==> config.mk <==
export PLATFORM = sky130hd
export DESIGN_NAME = wdit_top
export DESIGN_NICKNAME = d
export VERILOG_FILES = /design/src/include/wdit_pkg.sv /design/src/core/wdit_prescaler.sv /design/src/core/wdit_top.sv
export VERILOG_INCLUDE_DIRS = /design/src /design/src/include
export SDC_FILE = /design/constraint.sdc
export NUM_CORES = 1
export LEC_CHECK = 0
export BUFFER_PORTS_ARGS = -buffer_cell sky130_fd_sc_hd__buf_2
export CORE_MARGIN = 3
export CORE_UTILIZATION = 48
export DETAILED_ROUTE_END_ITERATION = 7
export PLACE_DENSITY_LB_ADDON = 0.2
export SLEW_MARGIN = 0
export SYNTH_ARGS = -nofsm -noshare
export SYNTH_HDL_FRONTEND = slang
export SYNTH_SLANG_ARGS = --single-unit
==> constraint.sdc <==
create_clock -name clock_i -period 3 [get_ports clock_i]
set_clock_uncertainty 0.1 [all_clocks]
set_input_delay 0.6 -clock clock_i [delete_from_list [all_inputs] [get_ports clock_i]]
set_output_delay 0.6 -clock clock_i [all_outputs]
set_load 0.01 [all_outputs]
==> src/include/wdit_cfg.svh <==
`ifndef WDIT_CFG_SVH
`define WDIT_CFG_SVH
`define WDIT_ADDR_W          8
`define WDIT_TCS_ADDR        8'ha8
`define WDIT_CNT_ADDR        8'ha9
`define WDIT_RCS_WR_ADDR     8'haa
`define WDIT_RCS_RD_ADDR     8'hab
`define WDIT_ISTAT_ADDR      8'hac
`define WDIT_IMASK_ADDR      8'had
`define WDIT_OVF_BIT         7
`define WDIT_MODE_BIT        6
`define WDIT_TME_BIT         5
`define WDIT_WATCHDOG_RESET_FLAG_BIT        7
`define WDIT_RESET_OUTPUT_ENABLE_BIT       6
`define WDIT_TCS_RSV         8'h18
`define WDIT_RCS_RSV         8'h3f
`define WDIT_RST_PULSE       8'h04
`define WDIT_DIV_LIM0        12'h001
`define WDIT_DIV_LIM1        12'h01f
`define WDIT_DIV_LIM2        12'h03f
`define WDIT_DIV_LIM3        12'h07f
`define WDIT_DIV_LIM4        12'h0ff
`define WDIT_DIV_LIM5        12'h1ff
`define WDIT_DIV_LIM6        12'h7ff
`define WDIT_DIV_LIM7        12'hfff
`define WDIT_IRQ_OVF_BIT     0
`define WDIT_IRQ_WDR_BIT     1
`endif

==> src/include/wdit_pkg.sv <==
package wdit_pkg;
	typedef logic [7:0] wdit_byte_t;
	typedef logic [2:0] wdit_cks_t;
	typedef enum logic [1:0] {
		WDIT_IDLE  = 2'b00,
		WDIT_RESET = 2'b01
	} wdit_state_t;
endpackage : wdit_pkg

==> src/core/wdit_prescaler.sv <==
`include "wdit_cfg.svh"
module wdit_prescaler (
	input  wire logic              clock_i,
	input  wire logic              rst_i,
	input  wire logic              run_i,
	input  wire wdit_pkg::wdit_cks_t cks_i,
	output logic                   tick_o
);
	import wdit_pkg::*;
	logic [11:0] div_reg;
	logic [11:0] div_next;
	logic        tick_reg;
	logic        tick_next;
	logic [11:0] lim;
	always_comb begin
		case (cks_i)
			3'h0:    lim = `WDIT_DIV_LIM0;
			3'h1:    lim = `WDIT_DIV_LIM1;
			3'h2:    lim = `WDIT_DIV_LIM2;
			3'h3:    lim = `WDIT_DIV_LIM3;
			3'h4:    lim = `WDIT_DIV_LIM4;
			3'h5:    lim = `WDIT_DIV_LIM5;
			3'h6:    lim = `WDIT_DIV_LIM6;
			default: lim = `WDIT_DIV_LIM7;
		endcase
		div_next  = div_reg + 12'h001;
		tick_next = 1'b0;
		if (!run_i) begin
			div_next = 12'h000;
		end else if (div_reg >= lim) begin
			div_next  = 12'h000;
			tick_next = 1'b1;
		end
	end
	always_ff @(posedge clock_i) begin
		if (rst_i) begin
			div_reg  <= 12'd0;
			tick_reg <= 1'b0;
		end else begin
			div_reg  <= div_next;
			tick_reg <= tick_next;
		end
	end
	assign tick_o = tick_reg;
endmodule : wdit_prescaler

==> src/core/wdit_top.sv <==
// Design decision made here: the strobed register port.
`include "wdit_cfg.svh"
module wdit_top (
	input  wire logic                     clock_i,
	input  wire logic                     rst_i,
	input  wire logic [`WDIT_ADDR_W-1:0]  addr_i,
	input  wire logic [7:0]               wdata_i,
	input  wire logic                     wr_i,
	input  wire logic                     rd_i,
	input  wire logic                     ext_reset_pin_i,
	output logic      [7:0]               rdata_o,
	output logic                          interval_irq_o,
	output logic                          internal_reset_o,
	output logic                          reset_out_o,
	output logic                          irq_o
);
	import wdit_pkg::*;
	logic        pin_s1_reg;
	logic        pin_s2_reg;
	wdit_byte_t  tcs_reg;
	wdit_byte_t  tcs_next;
	wdit_byte_t  cnt_reg;
	wdit_byte_t  cnt_next;
	logic        watchdog_reset_flag_reg;
	logic        watchdog_reset_flag_next;
	logic        reset_output_enable_reg;
	logic        reset_output_enable_next;
	logic        ovf_seen_reg;
	logic        ovf_seen_next;
	logic [1:0]  istat_reg;
	logic [1:0]  istat_next;
	logic [1:0]  imask_reg;
	logic [1:0]  imask_next;
	wdit_byte_t  rdata_next;
	logic        iirq_next;
	logic        irq_next;
	wdit_state_t st_reg;
	wdit_state_t st_next;
	wdit_byte_t  pulse_reg;
	wdit_byte_t  pulse_next;
	logic        rst_out_next;
	logic        iout_next;
	logic        rout_next;
	logic        tick;
	logic        wrap;
	logic        timer_enable_bit;
	logic        wd_mode;

	assign timer_enable_bit     = tcs_reg[`WDIT_TME_BIT];
	assign wd_mode = tcs_reg[`WDIT_MODE_BIT];

	wdit_prescaler u_pre (
		.clock_i (clock_i),
		.rst_i   (rst_i),
		.run_i   (timer_enable_bit),
		.cks_i   (tcs_reg[2:0]),
		.tick_o  (tick)
	);

	always_ff @(posedge clock_i) begin
		if (rst_i) begin
			pin_s1_reg <= 1'b0;
			pin_s2_reg <= 1'b0;
		end else begin
			pin_s1_reg <= ext_reset_pin_i;
			pin_s2_reg <= pin_s1_reg;
		end
	end

	assign wrap = timer_enable_bit && tick && (cnt_reg == 8'hff);

	always_comb begin
		tcs_next      = tcs_reg;
		cnt_next      = cnt_reg;
		watchdog_reset_flag_next     = watchdog_reset_flag_reg;
		reset_output_enable_next    = reset_output_enable_reg;
		ovf_seen_next = ovf_seen_reg;
		istat_next    = istat_reg;
		imask_next    = imask_reg;
		rdata_next    = 8'h00;
		if (rd_i) begin
			case (addr_i)
				`WDIT_TCS_ADDR: begin
					rdata_next = tcs_reg | `WDIT_TCS_RSV;
					if (tcs_reg[`WDIT_OVF_BIT])
						ovf_seen_next = 1'b1;
				end
				`WDIT_CNT_ADDR:    rdata_next = cnt_reg;
				`WDIT_RCS_RD_ADDR: rdata_next = {watchdog_reset_flag_reg, reset_output_enable_reg, 6'h00} | `WDIT_RCS_RSV;
				`WDIT_ISTAT_ADDR: begin
					rdata_next = {6'h00, istat_reg};
					istat_next = 2'b00;
				end
				`WDIT_IMASK_ADDR:  rdata_next = {6'h00, imask_reg};
				default:           rdata_next = 8'h00;
			endcase
		end
		if (wr_i) begin
			case (addr_i)
				`WDIT_TCS_ADDR: begin
					tcs_next[6:0] = {wdata_i[6:5], 2'b00, wdata_i[2:0]};
					if (!wdata_i[`WDIT_OVF_BIT] && ovf_seen_reg) begin
						tcs_next[`WDIT_OVF_BIT] = 1'b0;
						ovf_seen_next           = 1'b0;
					end
				end
				`WDIT_CNT_ADDR: cnt_next = wdata_i;
				`WDIT_RCS_WR_ADDR: begin
					reset_output_enable_next = wdata_i[`WDIT_RESET_OUTPUT_ENABLE_BIT];
					if (!wdata_i[`WDIT_WATCHDOG_RESET_FLAG_BIT])
						watchdog_reset_flag_next = 1'b0;
				end
				`WDIT_IMASK_ADDR: imask_next = wdata_i[1:0];
				default: ;
			endcase
		end
		if (pin_s2_reg)
			watchdog_reset_flag_next = 1'b0;
		if (!tcs_next[`WDIT_TME_BIT])
			cnt_next = 8'h00;
		else if (timer_enable_bit && tick)
			cnt_next = cnt_reg + 8'h01;
		if (wrap) begin
			tcs_next[`WDIT_OVF_BIT] = 1'b1;
			istat_next[`WDIT_IRQ_OVF_BIT] = 1'b1;
			if (wd_mode) begin
				watchdog_reset_flag_next = 1'b1;
				istat_next[`WDIT_IRQ_WDR_BIT] = 1'b1;
			end
		end
		tcs_next = tcs_next | `WDIT_TCS_RSV;
	end

	always_comb begin
		st_next      = st_reg;
		pulse_next   = pulse_reg;
		case (st_reg)
			WDIT_IDLE: begin
				if (wrap && wd_mode) begin
					st_next    = WDIT_RESET;
					pulse_next = `WDIT_RST_PULSE;
				end
			end
			WDIT_RESET: begin
				pulse_next = pulse_reg - 8'h01;
				if (pulse_reg == 8'h01)
					st_next = WDIT_IDLE;
			end
			default: st_next = WDIT_IDLE;
		endcase
		rst_out_next = (st_next == WDIT_RESET);
		iout_next    = tcs_next[`WDIT_TME_BIT] && !tcs_next[`WDIT_MODE_BIT] && tcs_next[`WDIT_OVF_BIT];
		irq_next     = |(istat_next & imask_next);
		iirq_next    = iout_next;
		rout_next    = rst_out_next && reset_output_enable_next;
	end

	always_ff @(posedge clock_i) begin
		if (rst_i) begin
			tcs_reg      <= `WDIT_TCS_RSV;
			cnt_reg      <= 8'h00;
			watchdog_reset_flag_reg     <= 1'b0;
			reset_output_enable_reg    <= 1'b0;
			ovf_seen_reg <= 1'b0;
			istat_reg    <= 2'b00;
			imask_reg    <= 2'b00;
			rdata_o      <= 8'h00;
		end else begin
			tcs_reg      <= tcs_next;
			cnt_reg      <= cnt_next;
			watchdog_reset_flag_reg     <= watchdog_reset_flag_next;
			reset_output_enable_reg    <= reset_output_enable_next;
			ovf_seen_reg <= ovf_seen_next;
			istat_reg    <= istat_next;
			imask_reg    <= imask_next;
			rdata_o      <= rdata_next;
		end
	end

	// reset sequencer and the interrupt and reset outputs
	always_ff @(posedge clock_i) begin
		if (rst_i) begin
			st_reg           <= WDIT_IDLE;
			pulse_reg        <= 8'h00;
			interval_irq_o   <= 1'b0;
			internal_reset_o <= 1'b0;
			reset_out_o      <= 1'b0;
			irq_o            <= 1'b0;
		end else begin
			st_reg           <= st_next;
			pulse_reg        <= pulse_next;
			interval_irq_o   <= iirq_next;
			internal_reset_o <= rst_out_next;
			reset_out_o      <= rout_next;
			irq_o            <= irq_next;
		end
	end

	count_held_a: assert property (@(posedge clock_i) disable iff (rst_i)
		!timer_enable_bit |=> cnt_reg == 8'h00) else $error("count moved while disabled");
	ovf_set_a: assert property (@(posedge clock_i) disable iff (rst_i)
		wrap |=> tcs_reg[7]) else $error("overflow not flagged");
	ovf_write1_a: assert property (@(posedge clock_i) disable iff (rst_i) wr_i && addr_i == `WDIT_TCS_ADDR
		&& wdata_i[`WDIT_OVF_BIT] && tcs_reg[`WDIT_OVF_BIT] |=> tcs_reg[`WDIT_OVF_BIT]) else $error("write 1 cleared ovf");
	watchdog_reset_flag_set_a: assert property (@(posedge clock_i) disable iff (rst_i)
		wrap && wd_mode |=> watchdog_reset_flag_reg) else $error("watchdog flag not set");
	watchdog_reset_flag_pin_a: assert property (@(posedge clock_i) disable iff (rst_i)
		pin_s2_reg && !wrap |=> !watchdog_reset_flag_reg) else $error("pin did not clear flag");
	rcs_read_a: assert property (@(posedge clock_i) disable iff (rst_i) rd_i && addr_i == `WDIT_RCS_RD_ADDR
		|=> rdata_o == {$past(watchdog_reset_flag_reg), $past(reset_output_enable_reg), 6'h3f}) else $error("bad read");
	watchdog_reset_flag_write1_a: assert property (@(posedge clock_i) disable iff (rst_i)
		!watchdog_reset_flag_reg && !wrap |=> !watchdog_reset_flag_reg) else $error("flag set without overflow");
	reset_pulse_a: assert property (@(posedge clock_i) disable iff (rst_i)
		wrap && wd_mode && st_reg == WDIT_IDLE |=> internal_reset_o [*4] ##1 !internal_reset_o)
		else $error("reset pulse length wrong");
	cnt_step_a: assert property (
		@(posedge clock_i) disable iff (rst_i)
		timer_enable_bit && tick && !wr_i |=> cnt_reg == $past(cnt_reg) + 8'h01)
		else $error("count did not advance on tick");
	cnt_still_a: assert property (
		@(posedge clock_i) disable iff (rst_i)
		timer_enable_bit && !tick && !wr_i |=> cnt_reg == $past(cnt_reg))
		else $error("count moved without tick");
	tick_stop_a: assert property (
		@(posedge clock_i) disable iff (rst_i)
		!timer_enable_bit |=> !tick)
		else $error("prescaler ticked while disabled");
	cnt_read_a: assert property (
		@(posedge clock_i) disable iff (rst_i)
		rd_i && addr_i == `WDIT_CNT_ADDR |=> rdata_o == $past(cnt_reg))
		else $error("count read wrong");
	ovf_noset_a: assert property (
		@(posedge clock_i) disable iff (rst_i)
		!tcs_reg[`WDIT_OVF_BIT] && !wrap |=> !tcs_reg[`WDIT_OVF_BIT])
		else $error("overflow flag set without wrap");
	ovf_read_a: assert property (
		@(posedge clock_i) disable iff (rst_i)
		rd_i && addr_i == `WDIT_TCS_ADDR |=> rdata_o[`WDIT_OVF_BIT] == $past(tcs_reg[`WDIT_OVF_BIT]))
		else $error("overflow flag read wrong");
	istat_set_a: assert property (
		@(posedge clock_i) disable iff (rst_i)
		wrap |=> istat_reg[`WDIT_IRQ_OVF_BIT])
		else $error("overflow status not set");
	istat_clear_a: assert property (
		@(posedge clock_i) disable iff (rst_i)
		rd_i && addr_i == `WDIT_ISTAT_ADDR && !wrap |=> istat_reg == 2'b00)
		else $error("status not cleared by read");
	irq_level_a: assert property (
		@(posedge clock_i) disable iff (rst_i)
		irq_o == |(istat_reg & imask_reg))
		else $error("interrupt level wrong");
	ovf_keep_a: assert property (
		@(posedge clock_i) disable iff (rst_i)
		tcs_reg[`WDIT_OVF_BIT] && !(wr_i && addr_i == `WDIT_TCS_ADDR) |=> tcs_reg[`WDIT_OVF_BIT])
		else $error("overflow flag lost");
	ovf_clear_a: assert property (
		@(posedge clock_i) disable iff (rst_i) wr_i && addr_i == `WDIT_TCS_ADDR && !wdata_i[`WDIT_OVF_BIT]
		&& ovf_seen_reg && !wrap |=> !tcs_reg[`WDIT_OVF_BIT])
		else $error("overflow flag not cleared");
	ovf_unread_a: assert property (
		@(posedge clock_i) disable iff (rst_i) wr_i && addr_i == `WDIT_TCS_ADDR
		&& !ovf_seen_reg && tcs_reg[`WDIT_OVF_BIT] |=> tcs_reg[`WDIT_OVF_BIT])
		else $error("overflow cleared without read");
	istat_wdr_a: assert property (
		@(posedge clock_i) disable iff (rst_i)
		wrap && wd_mode |=> istat_reg[`WDIT_IRQ_WDR_BIT])
		else $error("watchdog status not set");
	watchdog_reset_flag_write0_a: assert property (
		@(posedge clock_i) disable iff (rst_i) wr_i && addr_i == `WDIT_RCS_WR_ADDR
		&& !wdata_i[`WDIT_WATCHDOG_RESET_FLAG_BIT] && !wrap |=> !watchdog_reset_flag_reg)
		else $error("written 0 did not clear flag");
	reset_output_enable_write_a: assert property (
		@(posedge clock_i) disable iff (rst_i)
		wr_i && addr_i == `WDIT_RCS_WR_ADDR |=> reset_output_enable_reg == $past(wdata_i[`WDIT_RESET_OUTPUT_ENABLE_BIT]))
		else $error("reset output enable not written");
	rcs_rdonly_a: assert property (
		@(posedge clock_i) disable iff (rst_i)
		wr_i && addr_i == `WDIT_RCS_RD_ADDR |=> reset_output_enable_reg == $past(reset_output_enable_reg))
		else $error("write at read address took effect");
	rdata_idle_a: assert property (
		@(posedge clock_i) disable iff (rst_i)
		!rd_i |=> rdata_o == 8'h00)
		else $error("read data without read");
	watchdog_reset_flag_hold_a: assert property (
		@(posedge clock_i) disable iff (rst_i) watchdog_reset_flag_reg && !pin_s2_reg
		&& !(wr_i && addr_i == `WDIT_RCS_WR_ADDR && !wdata_i[`WDIT_WATCHDOG_RESET_FLAG_BIT]) |=> watchdog_reset_flag_reg)
		else $error("watchdog flag lost");
	iirq_level_a: assert property (
		@(posedge clock_i) disable iff (rst_i)
		interval_irq_o == (timer_enable_bit && !wd_mode && tcs_reg[`WDIT_OVF_BIT]))
		else $error("interval request level wrong");
	iv_noreset_a: assert property (
		@(posedge clock_i) disable iff (rst_i)
		wrap && !wd_mode && st_reg == WDIT_IDLE |=> !internal_reset_o)
		else $error("interval overflow caused reset");
	rst_quiet_a: assert property (
		@(posedge clock_i) disable iff (rst_i)
		!internal_reset_o && !(wrap && wd_mode) |=> !internal_reset_o)
		else $error("reset without watchdog overflow");
	rstout_gate_a: assert property (
		@(posedge clock_i) disable iff (rst_i)
		reset_out_o |-> internal_reset_o && reset_output_enable_reg)
		else $error("reset driven out while disabled");
	rstout_en_a: assert property (
		@(posedge clock_i) disable iff (rst_i)
		internal_reset_o && reset_output_enable_reg |-> reset_out_o)
		else $error("reset not driven out");
endmodule : wdit_top

**Word level (Yosys, flattened, before mapping)**

Cells that the tools add are included.

- Equality and inequality tests: 17
- $add $sub $neg: 3
- Bitwise logic cells: 4
- Reduce and logical (&&, ||, !) cells: 22
- Muxes and demuxes: 35
- Order comparisons: 1

Operators with widths:

| cell | count |
|---|---|
| $pmux W12 S7 | 1 |
| $eq A8 B8 Y1 const B | 7 |
| $mux W8 | 6 |
| $pmux W8 S5 | 1 |
| $mux W1 | 18 |
| $pmux W8 S2 | 1 |
| $mux W2 | 7 |
| $add A12 B1 Y12 const B | 1 |
| $ge A12 B12 Y1 | 1 |
| $eq A3 B3 Y1 const B | 3 |
| $add A8 B1 Y8 const B | 1 |
| $eq A8 B1 Y1 const B | 1 |
| $reduce_or A2 Y1 | 4 |
| $sub A8 B1 Y8 const B | 1 |
| $logic_and A1 B1 Y1 | 7 |
| $eq A3 B2 Y1 const B | 2 |
| $reduce_and A2 Y1 | 3 |
| $reduce_bool A2 Y1 | 3 |
| $eq A2 B1 Y1 const B | 2 |
| $pmux W2 S2 | 1 |
| $eq A3 B1 Y1 const B | 1 |
| $logic_not A3 Y1 | 1 |
| $not A1 Y1 | 3 |
| $reduce_or A3 Y1 | 1 |
| other kinds (4) | 5 |

- Register bits after elaboration: 60
- Output and inout port bits: 12

**Depth between registers and ports, before layout**

Gate-level depths: netlist of the first run.

- Depth after elaboration: 8
- Depth in mapped cells: 8
- Depth with buffers taken out: 6

**Cells and area by module**

From an unflattened synthesis of the first run, not the netlist that was laid out.

- Cell total of the unflattened synthesis: 340
- Area total of the unflattened synthesis: 3,056.7 um^2

By module, submodules not included:

| module | seq. area each (um^2) | times used | cells an instance | area an instance (um^2) |
|---|---|---|---|---|
| wdit_top | 900.9 | 1 | 247 | 2,188.3 |
| wdit_prescaler | 260.2 | 1 | 93 | 868.3 |

**Worst setup path before layout of the first run**

OpenSTA, ideal clock, no wires.

- Path kind: input -> register
- Start: in addr_i[4]
- End: reg irq_o
- Stages on the path: 5
- Arrival time: 2.013 ns
- Setup time: 0.092 ns
- Path buffers: 1
- Path slack: 0.795 ns
- Cells stage by stage: or3b_1 > buf_2 > or4_1 > mux2i_1 > o32ai_1

- Longest elaborated chain between the ends: 7
- Elaborated cells on any way between the ends: 10
- Those cells by class: eq/ne (2); mux (6); bitwise (1); reduce/logical (1)

RTL lines:

| item | RTL line | RTL |
|---|---|---|
| start: declaration | wdit_top.sv:6 | `` input wire logic [`WDIT_ADDR_W-1:0] addr_i, `` |
| $eq A8 B8 Y1 | wdit_top.sv:82 | `case (addr_i)` |
| $mux W2 | wdit_top.sv:82 |  |
| $mux W2 | wdit_top.sv:81 | `if (rd_i) begin` |
| $mux W1 | wdit_top.sv:126 | `if (wd_mode) begin` |
| $mux W2 | wdit_top.sv:123 | `if (wrap) begin` |
| $and A2 B2 Y2 * | wdit_top.sv:153 | `irq_next = \|(istat_next & imask_next);` |
| $reduce_or A2 Y1 * | wdit_top.sv:153 |  |
| end signal: assignment | wdit_top.sv:195 | `irq_o <= irq_next;` |
| end: declaration | wdit_top.sv:15 | `output logic irq_o` |

Every way passes the cells marked *; elsewhere a longest branch is shown, timed or not.
A chain may end at the register's enable or synchronous reset.

**Final worst setup path of the first run**

- Start: reg tcs_reg[2]
- End: reg u_pre.tick_reg (netlist: u_pre.tick_o)

- Longest elaborated chain between the ends: 4
- Elaborated cells on any way between the ends: 10
- Those cells by class: order compare (1); eq/ne (6); mux (2); reduce/logical (1)

RTL lines:

| item | RTL line | RTL |
|---|---|---|
| start: declaration | wdit_top.sv:20 | `wdit_byte_t tcs_reg;` |
| start signal: assignment | wdit_top.sv:160 | `` tcs_reg <= `WDIT_TCS_RSV; `` |
| start signal: assignment | wdit_top.sv:169 | `tcs_reg <= tcs_next;` |
| $eq A3 B3 Y1 (tied with other cells) | wdit_prescaler.sv:16 | `case (cks_i)` |
| $pmux W12 S7 * | wdit_prescaler.sv:16 |  |
| $ge A12 B12 Y1 * | wdit_prescaler.sv:30 | `end else if (div_reg >= lim) begin` |
| $mux W1 * | wdit_prescaler.sv:30 |  |
| end signal: assignment | wdit_prescaler.sv:41 | `tick_reg <= tick_next;` |
| end: declaration | wdit_prescaler.sv:12 | `logic tick_reg;` |

Marks and branches as above.

==> run_results.csv, run 1 <==
group,metric,value,unit
status,status,"finished clean",
sta,timing.final.max_slew_violations,0,
setup_path,r2r-start,"tcs_reg[2]",
power,powerDensity,450.4,nW/um^2
synth,synthFlopType,"dfxtp_1",
placement,dpl.hpwl,4869,um
routing,ant_nets,0,
global_routing,met2_usage,29.01,%
routing,wl,6617,um
cells_and_area,largest_reg_flops,12,
global_routing,use_met3,7.242,%
placement,routabilityCongestion,0.8238,
global_routing,grt_max_degree,24,
routing,first_pass_iters,4,
sta,grt_setup_unrepaired,"false",
worst_hold_path,hold_class,"flip-flop to flip-flop",
sta,fin_crit,2.331,ns
power,leakage,0.001234,uW
synth,synthTopCellsByCount,"dfxtp_1, nor2_1, a21oi_1",
clocking,path_clk_slew,0.06,ns
synth,synth.most_common_cell,"dfxtp_1",
cells_and_area,syn_to_final_growth,13.91,%
sta,hold_ws,0.3360,ns
floorplanning,initial_utilization,50.69,%
flow_run,maxCapViolations,0,
sta,hold_violations,0,
sta,setup_viol,0,
synth,syn_inst,326,
synth,syn_nets,362,
synth,yosys.area.top_type,"dfxtp_1",
cells_and_area,regArea,1161,um^2
floorplanning,ios,33,
global_routing,grt.overflow.total,0,
global_routing,globalRouteTotalUtil,20.50,%
power,peakVddDrop,253.8,uV
floorplanning,core_area,5608,um^2
routing,via_per_inst,5.764,
sta,post-route-period-util,77.68,%
routing,vias,2513,
floorplanning,row_count,27,
power,combPwrFrac,3.7,%
synth,synthDistinctLibCells,56,
global_routing,antenna_found_initial,0,
sta,worstMarginPinSlew,0.9801,ns
clocking,clk-insertion-delay-late,0.34,ns
cells_and_area,drive_gt1_share,15.38,%
global_routing,grt_pass1_wl,11270,um
global_routing,grtUsageMet1,28.44,%
sta,tns,0,ns
clocking,htreeDepth,3,
worst_hold_path,hold_start,"pin_s1_reg",
clocking,clockRootBuffer,"clkbuf_8",
clocking,cts_setup_buffers,0,
floorplanning,die_w,82.96,um
setup_path,arrival,2.51,ns
synth,async_flop_share,0,%
synth,synth-edff-count,0,
global_routing,grt_pass1_vias,2312,
setup_path,crit_start,"tcs_reg[2]",
placement,io_buffer_count,32,
synth,syn_area,2843,um^2
placement,dpl_worst_slack,0.5476,ns
routing,dr.first_iter.drc_count,202,
setup_path,cp_max_fo,13,
sta,fmax,0.4291,GHz
cells_and_area,nets,396,
power,intPower,1127,uW
synth,synthTopCellsByArea,"dfxtp_1, ha_1, a21oi_1",
setup_path,required,3.18,ns
synth,ys_ff_latch,58,
clocking,clk_path_buf_depth,2,
sta,max-slew-margin-rel,34.66,%
sta,fin_ws,0.6695,ns
setup_path,r2r_slack,0.67,ns
power,seqPwrFrac,53.0,%
power,power_frac_clock,43.3,%
synth,avgSynthCellArea,8.720,um^2
global_routing,grt-busiest-layer,"met2",
floorplanning,dieArea,6882,um^2
synth,yosys_warnings,0,
clocking,cts_tree,"done",
setup_path,critPathCaptureType,"flip-flop",
clocking,cts.sinks,58,
clocking,cts_made_buffers,9,
setup_path,path_cells,"nand2_1, ha_1, nand4_1, o2bb2ai_1, o211a_1",
cells_and_area,multi_input_area,1582,um^2
setup_path,slowest_stage,"o2bb2ai_1",
cells_and_area,nFillCells,547,
routing,wl_per_cell,15.18,um
setup_path,max_stage_delay,0.80,ns
routing,drc_errors,0,
clocking,cts-hold-fix-buffers,0,
synth,synth_top_area_share,40.85,%
floorplanning,die_y,82.96,um
cells_and_area,antennaDiodeCount,0,
setup_path,startpoint_type,"flip-flop",
power,swShare,22.70,%
power,power.total,1458,uW
clocking,post_cts_resized,0,
setup_path,critPathKind,"flip-flop to flip-flop",
power,p_sw,331.1,uW
synth,ys_seq_area_share,40.85,%
## worst max-delay path, delay by kind of cell, from the launching register on
kind	cells	cell delay [ns]
flip-flops	1	0.50
adder cells (fa/ha/maj)	1	0.32
AND/OR/NAND/NOR	2	0.28
AO/OA/AOI/OAI	2	1.06
## routing by layer
layer  part of all wire, %  up-vias
met1                    48     1162
met4                   2.0        0
li1                      -     1271
met3                   6.1       11
met5                     0        -
met2                    43       69
## logic make-up after synthesis
group,Yosys count,share of synthesized area (%)
flops,58,40.84
other cells,1,0.1319
mux,13,4.622
simple gates,138,26.36
fa+ha+maj,15,6.602
xor+xnor,10,3.081
buf+inv,26,3.521
compound gates,65,14.83
## layout make-up
type	count	area share [%]
clock buffers	12	4.791
clock inverters	3	0.4637
inverters	14	1.623
multi-input cells	242	48.84
flip-flops and latches	58	35.86
well taps	72	2.782
repair buffers	35	5.641
## path summary, 6_finish.rpt
kind | end | depth (start not counted)
min reg2reg | pin_s2_reg | 1
max reg2reg | u_pre.tick_o | 5
min | pin_s2_reg | 1
max | u_pre.tick_o | 5
## power by group through the flow
stage / Clock (uW) / Sequential (uW) / Combinational (uW)
after floorplan: 0 / 790 / 26.5
after global placement: 0 / 790 / 52.8
after detailed placement: 0 / 790 / 53.3
after CTS: 653 / 773 / 53.7
after global routing: 689 / 773 / 59.2
final: 631 / 773 / 54.1
## layout by cell type, fill, tap and decap left out, drive strengths merged, types with 2 or more instances in the layout
master and n:
nor2b 3, nand3b 2, ha 15, nor3b 5, a211oi 3, or3 5, and4 3, nor3 24
or4 5, clkinv 4, nand2 18, nor4 4, o211ai 3, nand2b 4, nor2 33, nand4b 2
dfxtp 58, o31ai 4, inv 13, o21ai 9, a21oi 25, and3 2, clkbuf 12, and2 2
or4b 2, a31oi 3, xnor2 6, a2bb2oi 3, buf 35, xor2 4, nand4 7, nand3 14
o2bb2ai 2, o21a 2, mux2i 12
## per-stage QoR
stage          instance area (um^2)  utilization [%]  instances
2_1_floorplan                  2843                -        326
3_3_place_gp                   3068            54.71        421
3_5_place_dp                   3068            54.71        421
4_1_cts                        3238            57.74        436
5_1_grt                        3238            57.74        436
6_report                       3238            57.74        436
No activity file was read; power rests on OpenSTA's default activity.
==> run 2, diff against run 1 <==
--- a/config.mk
+++ b/config.mk
@@ -6,6 +6,7 @@
 export SDC_FILE = /design/constraint.sdc
 export NUM_CORES = 1
 export LEC_CHECK = 0
+export ABC_AREA = 1
 export BUFFER_PORTS_ARGS = -buffer_cell sky130_fd_sc_hd__buf_2
 export CORE_MARGIN = 3
 export CORE_UTILIZATION = 48
==> constraint.sdc (replaced) <==
create_clock -name clock_i -period 2.4 [get_ports clock_i]
set_clock_uncertainty 0.1 [all_clocks]
set_input_delay 0.48 -clock clock_i [delete_from_list [all_inputs] [get_ports clock_i]]
set_output_delay 0.48 -clock clock_i [all_outputs]
set_load 0.01 [all_outputs]
==> run 2 against run 1 <==
Effect of this change: global-route usage down 0.29 points; hold slack worse by 0.093 ns; sequential power up 25%; non-clock buffer count down 1; routed wire length up 8.2%; critical path type unchanged; highest routed layer unchanged.
==> run_results.csv, run 2 <==
group,metric,value,unit
sta,hold_violations,0,
setup_path,r2r-start,"tcs_reg[2]",
setup_path,ff2ff_path_depth,8,
cells_and_area,drive_gt1_share,13.20,%
routing,drc_errors,0,
clocking,clk_path_buf_depth,2,
power,leakage,0.001583,uW
routing,dr.first_iter.drc_count,115,
floorplanning,dieArea,7586,um^2
floorplanning,die_y,87.10,um
sta,setup_viol,0,
clocking,cts_tree,"done",
routing,wl_per_cell,12.46,um
sta,worstMarginPinSlew,0.4976,ns
clocking,path_clk_slew,0.06,ns
setup_path,arrival,2.23,ns
global_routing,use_met3,7.379,%
cells_and_area,antennaDiodeCount,0,
clocking,cts_setup_buffers,0,
cells_and_area,final_cells,575,
placement,dpl_worst_slack,0.3893,ns
sta,fin_ws,0.3424,ns
placement,io_buffer_count,32,
synth,async_flop_share,0,%
setup_path,critPathKind,"flip-flop to flip-flop",
power,swShare,22.82,%
synth,synthTopCellsByCount,"nand2_1, nor2_1, inv_1",
synth,synth_top_area_share,36.78,%
routing,via_per_inst,5.155,
sta,timing.final.max_slew_violations,0,
placement,routabilityCongestion,0.8721,
cells_and_area,largest_reg_flops,12,
global_routing,globalRouteTotalUtil,20.20,%
floorplanning,die_w,87.10,um
cells_and_area,syn_to_final_growth,13.63,%
floorplanning,core_area,6131,um^2
floorplanning,ios,33,
synth,ys_seq_area_share,36.78,%
power,combPwrFrac,3.9,%
synth,synth-edff-count,0,
sta,fmax,0.4860,GHz
setup_path,cp_max_fo,12,
setup_path,r2r_slack,0.34,ns
setup_path,endpoint,"u_pre.div_reg[10]",
clocking,clk-insertion-delay-late,0.34,ns
global_routing,antenna_found_initial,0,
global_routing,grtUsageMet1,24.04,%
synth,synthFlopType,"dfxtp_1",
floorplanning,row_count,28,
clocking,cts-hold-fix-buffers,0,
global_routing,grt-busiest-layer,"met2",
synth,syn_area,3157,um^2
global_routing,grt_pass1_vias,2718,
synth,synthDistinctLibCells,32,
synth,synth.most_common_cell,"nand2_1",
synth,syn_nets,495,
cells_and_area,layout_commonest_cell,"nand2_1",
status,status,"finished clean",
global_routing,grt_pass1_wl,12040,um
worst_hold_path,hold_class,"primary input to flip-flop",
synth,ys_ff_latch,58,
sta,max-slew-margin-rel,66.57,%
power,powerDensity,550.3,nW/um^2
synth,syn_inst,459,
clocking,htreeDepth,3,
setup_path,required,2.58,ns
power,peakVddDrop,377.5,uV
global_routing,grt_max_degree,19,
synth,yosys_warnings,0,
synth,synthTopCellsByArea,"dfxtp_1, nand2_1, nand3_1",
placement,dp.cells,559,
routing,ant_nets,0,
power,seqPwrFrac,49.0,%
clocking,cts_made_buffers,9,
cells_and_area,nets,531,
global_routing,met2_usage,33.40,%
synth,yosys.area.top_type,"dfxtp_1",
floorplanning,initial_utilization,51.49,%
sta,post-route-period-util,85.73,%
setup_path,rr_endpoint,"u_pre.div_reg[10]",
clocking,clockRootBuffer,"clkbuf_8",
power,power_frac_clock,47.1,%
power,intPower,1523,uW
clocking,cts.sinks,58,
power,p_sw,450.5,uW
cells_and_area,final_cell_mix,"nand2_1, nor2_1, inv_1",
clocking,post_cts_resized,0,
sta,fin_crit,2.058,ns
sta,tns,0,ns
flow_run,maxCapViolations,0,
routing,first_pass_iters,5,
setup_path,startpoint_type,"flip-flop",
setup_path,critPathCaptureType,"flip-flop",
synth,avgSynthCellArea,6.878,um^2
sta,grt_setup_unrepaired,"false",
global_routing,grt.overflow.total,0,
routing,wl,7162,um
routing,vias,2964,
setup_path,crit_start,"tcs_reg[2]",
cells_and_area,final_util,58.51,%
placement,dpl.hpwl,5342,um
worst_hold_path,hold_start,"ext_reset_pin_i",
==> run 2: cell type report <==
type	count	area, um^2
Clock buffer	12	155.1
Clock inverter	4	50.05
Fill cell	609	2544
Inverter	60	225.2
Multi-Input combinational cell	332	1727
Sequential cell	58	1161
Tap cell	75	93.84
Timing Repair Buffer	34	175.2
==> run 2: worst min-delay path by stage <==
| stage | depth (start not counted) | to |
|---|---|---|
| final | 3 | pin_s1_reg |
| after global routing | 3 | pin_s1_reg |
| after CTS | 3 | pin_s1_reg |
| after detailed placement | 2 | pin_s2_reg |
| after global placement | 2 | pin_s2_reg |
| after floorplan | 2 | pin_s2_reg |
==> run 2: critical path: stages (launching register included) <==
cell	delay, ns
dfxtp_1	0.37
nor3_1	0.47
ha_1	0.35
a21oi_1	0.15
o21ai_0	0.09
nand3_1	0.09
nand4_1	0.09
buf_4	0.19
nor2_1	0.10
==> run 2: routing by layer <==
metal | wire (um) | up-vias
li1 | - | 1553
met1 | 3209 | 1314
met2 | 3383 | 83
met3 | 428 | 14
met4 | 140 | 0
met5 | 0 | -
==> run 2: power groups by stage <==
stage | clock network (uW) | logic, uW | registers [uW]
after floorplan | 0 | 43.6 | 988
after global placement | 0 | 75.0 | 989
after detailed placement | 0 | 75.9 | 989
after CTS | 952 | 76.4 | 967
after global routing | 998 | 85.4 | 967
final | 930 | 77.1 | 967
==> run 2: metrics by stage <==
stage | area [um^2] | total power, uW | hold WS [ns]
global route | 3587 | 2050 | 0.2441
detailed placement | 3382 | 1065 | 0.3011
CTS | 3587 | 1995 | 0.2287
floorplan | 3157 | 1032 | 0.2883
finish | 3587 | 1974 | 0.2431
global placement | 3382 | 1064 | 0.2951
==> run 2: cell families after synthesis <==
family	count (synthesis)	share of synthesized area (%)
AND/OR/NAND/NOR	250	35.95
buffers and inverters	69	8.521
flip-flops	58	36.78
AO/OA/AOI/OAI	55	9.631
adder cells (fa/ha/maj)	15	5.945
XOR/XNOR	11	3.052
other	1	0.1188
==> run 3, diff against run 2 <==
--- a/config.mk
+++ b/config.mk
@@ -6,7 +6,6 @@
 export SDC_FILE = /design/constraint.sdc
 export NUM_CORES = 1
 export LEC_CHECK = 0
-export ABC_AREA = 1
 export BUFFER_PORTS_ARGS = -buffer_cell sky130_fd_sc_hd__buf_2
 export CORE_MARGIN = 3
 export CORE_UTILIZATION = 48
==> run 3 against run 2 <==
Effect of this change: combinational power is 6.6% lower; total power grew 0.90%; die area down 9.3%; largest power group unchanged; sequential share of layout area up 2.6 points.
==> run_results.csv, run 3 (synthesis gave the netlist of run 1 again) <==
group,metric,value,unit
setup_path,path_cells,"ha_1, nand3_1, o41a_1, or4_1, a21oi_1",
status,status,"finished clean",
cells_and_area,final_util,59.19,%
global_routing,antenna_found_initial,0,
routing,drc_errors,0,
global_routing,grt-busiest-layer,"met2",
cells_and_area,nets,402,
routing,ant_nets,0,
clocking,clk_path_buf_depth,2,
sta,setup_viol,0,
setup_path,path_delay_family,"compound AO/OA/AOI/OAI gates",
cells_and_area,largest_reg_flops,12,
setup_path,startpoint_type,"flip-flop",
cells_and_area,syn_to_final_growth,16.77,%
global_routing,grt.overflow.total,0,
flow_run,maxCapViolations,0,
placement,dpl.hpwl,5040,um
sta,fin_crit,2.247,ns
floorplanning,initial_utilization,50.69,%
sta,grt_setup_unrepaired,"false",
routing,dr.first_iter.drc_count,239,
sta,post-route-period-util,93.63,%
placement,io_buffer_count,32,
sta,timing.final.max_slew_violations,0,
placement,dpl_worst_slack,0.1121,ns
global_routing,use_met3,5.556,%
cells_and_area,drive_gt1_share,17.03,%
power,leakage,0.001278,uW
cells_and_area,antennaDiodeCount,0,
clocking,cts.sinks,58,
routing,wl_per_cell,15.52,um
clocking,clockRootBuffer,"clkbuf_8",
routing,first_pass_iters,5,
power,power.total,1992,uW
sta,fin_ws,0.1529,ns
global_routing,grt_pass1_wl,11370,um
setup_path,critPathKind,"flip-flop to flip-flop",
clocking,post_cts_resized,0,
clocking,htreeDepth,3,
cells_and_area,layout_commonest_cell,"dfxtp_1",
floorplanning,row_count,27,
worst_hold_path,hold_start,"ext_reset_pin_i",
floorplanning,dieArea,6882,um^2
sta,tns,0,ns
global_routing,grtUsageMet1,27.18,%
setup_path,required,2.57,ns
routing,vias,2619,
placement,routabilityCongestion,0.8340,
power,powerDensity,600.0,nW/um^2
setup_path,arrival,2.42,ns
setup_path,crit_start,"cnt_reg[0]",
cells_and_area,final_cell_mix,"dfxtp_1, nor2_1, buf_2",
routing,wl,6860,um
setup_path,slowest_stage,"o41a_1",
sta,hold_violations,0,
cells_and_area,nFillCells,543,
setup_path,critPathCaptureType,"flip-flop",
global_routing,met2_usage,31.12,%
global_routing,globalRouteTotalUtil,20.17,%
clocking,cts-hold-fix-buffers,0,
sta,fmax,0.4450,GHz
global_routing,grt_pass1_vias,2411,
worst_hold_path,hold_class,"primary input to flip-flop",
power,peakVddDrop,382.7,uV
sta,hold_ws,0.2573,ns
setup_path,worst-path-buf-inv,0,
setup_path,r2r-start,"cnt_reg[0]",
floorplanning,die_w,82.96,um
clocking,clk-insertion-delay-late,0.34,ns
floorplanning,core_area,5608,um^2
floorplanning,die_y,82.96,um
setup_path,cp_max_fo,13,
clocking,cts_made_buffers,9,
setup_path,max_stage_delay,0.62,ns
clocking,cts_tree,"done",
clocking,cts_setup_buffers,0,
clocking,path_clk_slew,0.07,ns
routing,via_per_inst,5.925,
global_routing,grt_max_degree,24,
floorplanning,ios,33,
-- run 3: cell types whose count changed in the layout (fill, tap and decap cells not counted), sizes merged, moves of 12 or more --
| cell | before | now |
|---|---|---|
| nand3 | 53 | 14 |
| nand2 | 106 | 18 |
| nor3 | 4 | 24 |
| nor2 | 71 | 33 |
| mux2i | 0 | 12 |
| inv | 60 | 13 |
-- run 3: layer usage --
layer,routed length [um],vias up
met1,3379,1241
met4,81,0
met5,0,-
met3,413,7
met2,2986,88
li1,-,1283
-- run 3: layout make-up --
class	instances	area [um^2]	share of cell area, %
multi-input combinational	242	1582	47.64
timing repair buffer	41	227.7	6.860
sequential	58	1161	34.98
inverter	14	52.55	1.583
tap	72	90.09	2.714
clock inverter	6	82.58	2.488
clock buffer	9	123.9	3.732
-- run 3: path summary, 6_finish.rpt --
check | cells past startpoint | slack [ns] | endpoint
worst min-delay path | 2 | 0.26 | pin_s1_reg
worst max register to register | 5 | 0.15 | pulse_reg[3]
worst min register to register | 1 | 0.36 | pin_s2_reg
worst max-delay path | 5 | 0.15 | pulse_reg[3]
-- run 3: power breakdown --
part           internal (uW)  total (uW)  switching [uW]
registers                965         966            1.01
clock network            573         954             381
logic                   26.2        72.0            45.7
-- run 3: through the flow --
stage | cells | cell area, um^2
floorplan | 326 | 2843
global placement | 427 | 3113
detailed placement | 427 | 3113
CTS | 442 | 3319
global route | 442 | 3319
finish | 442 | 3319
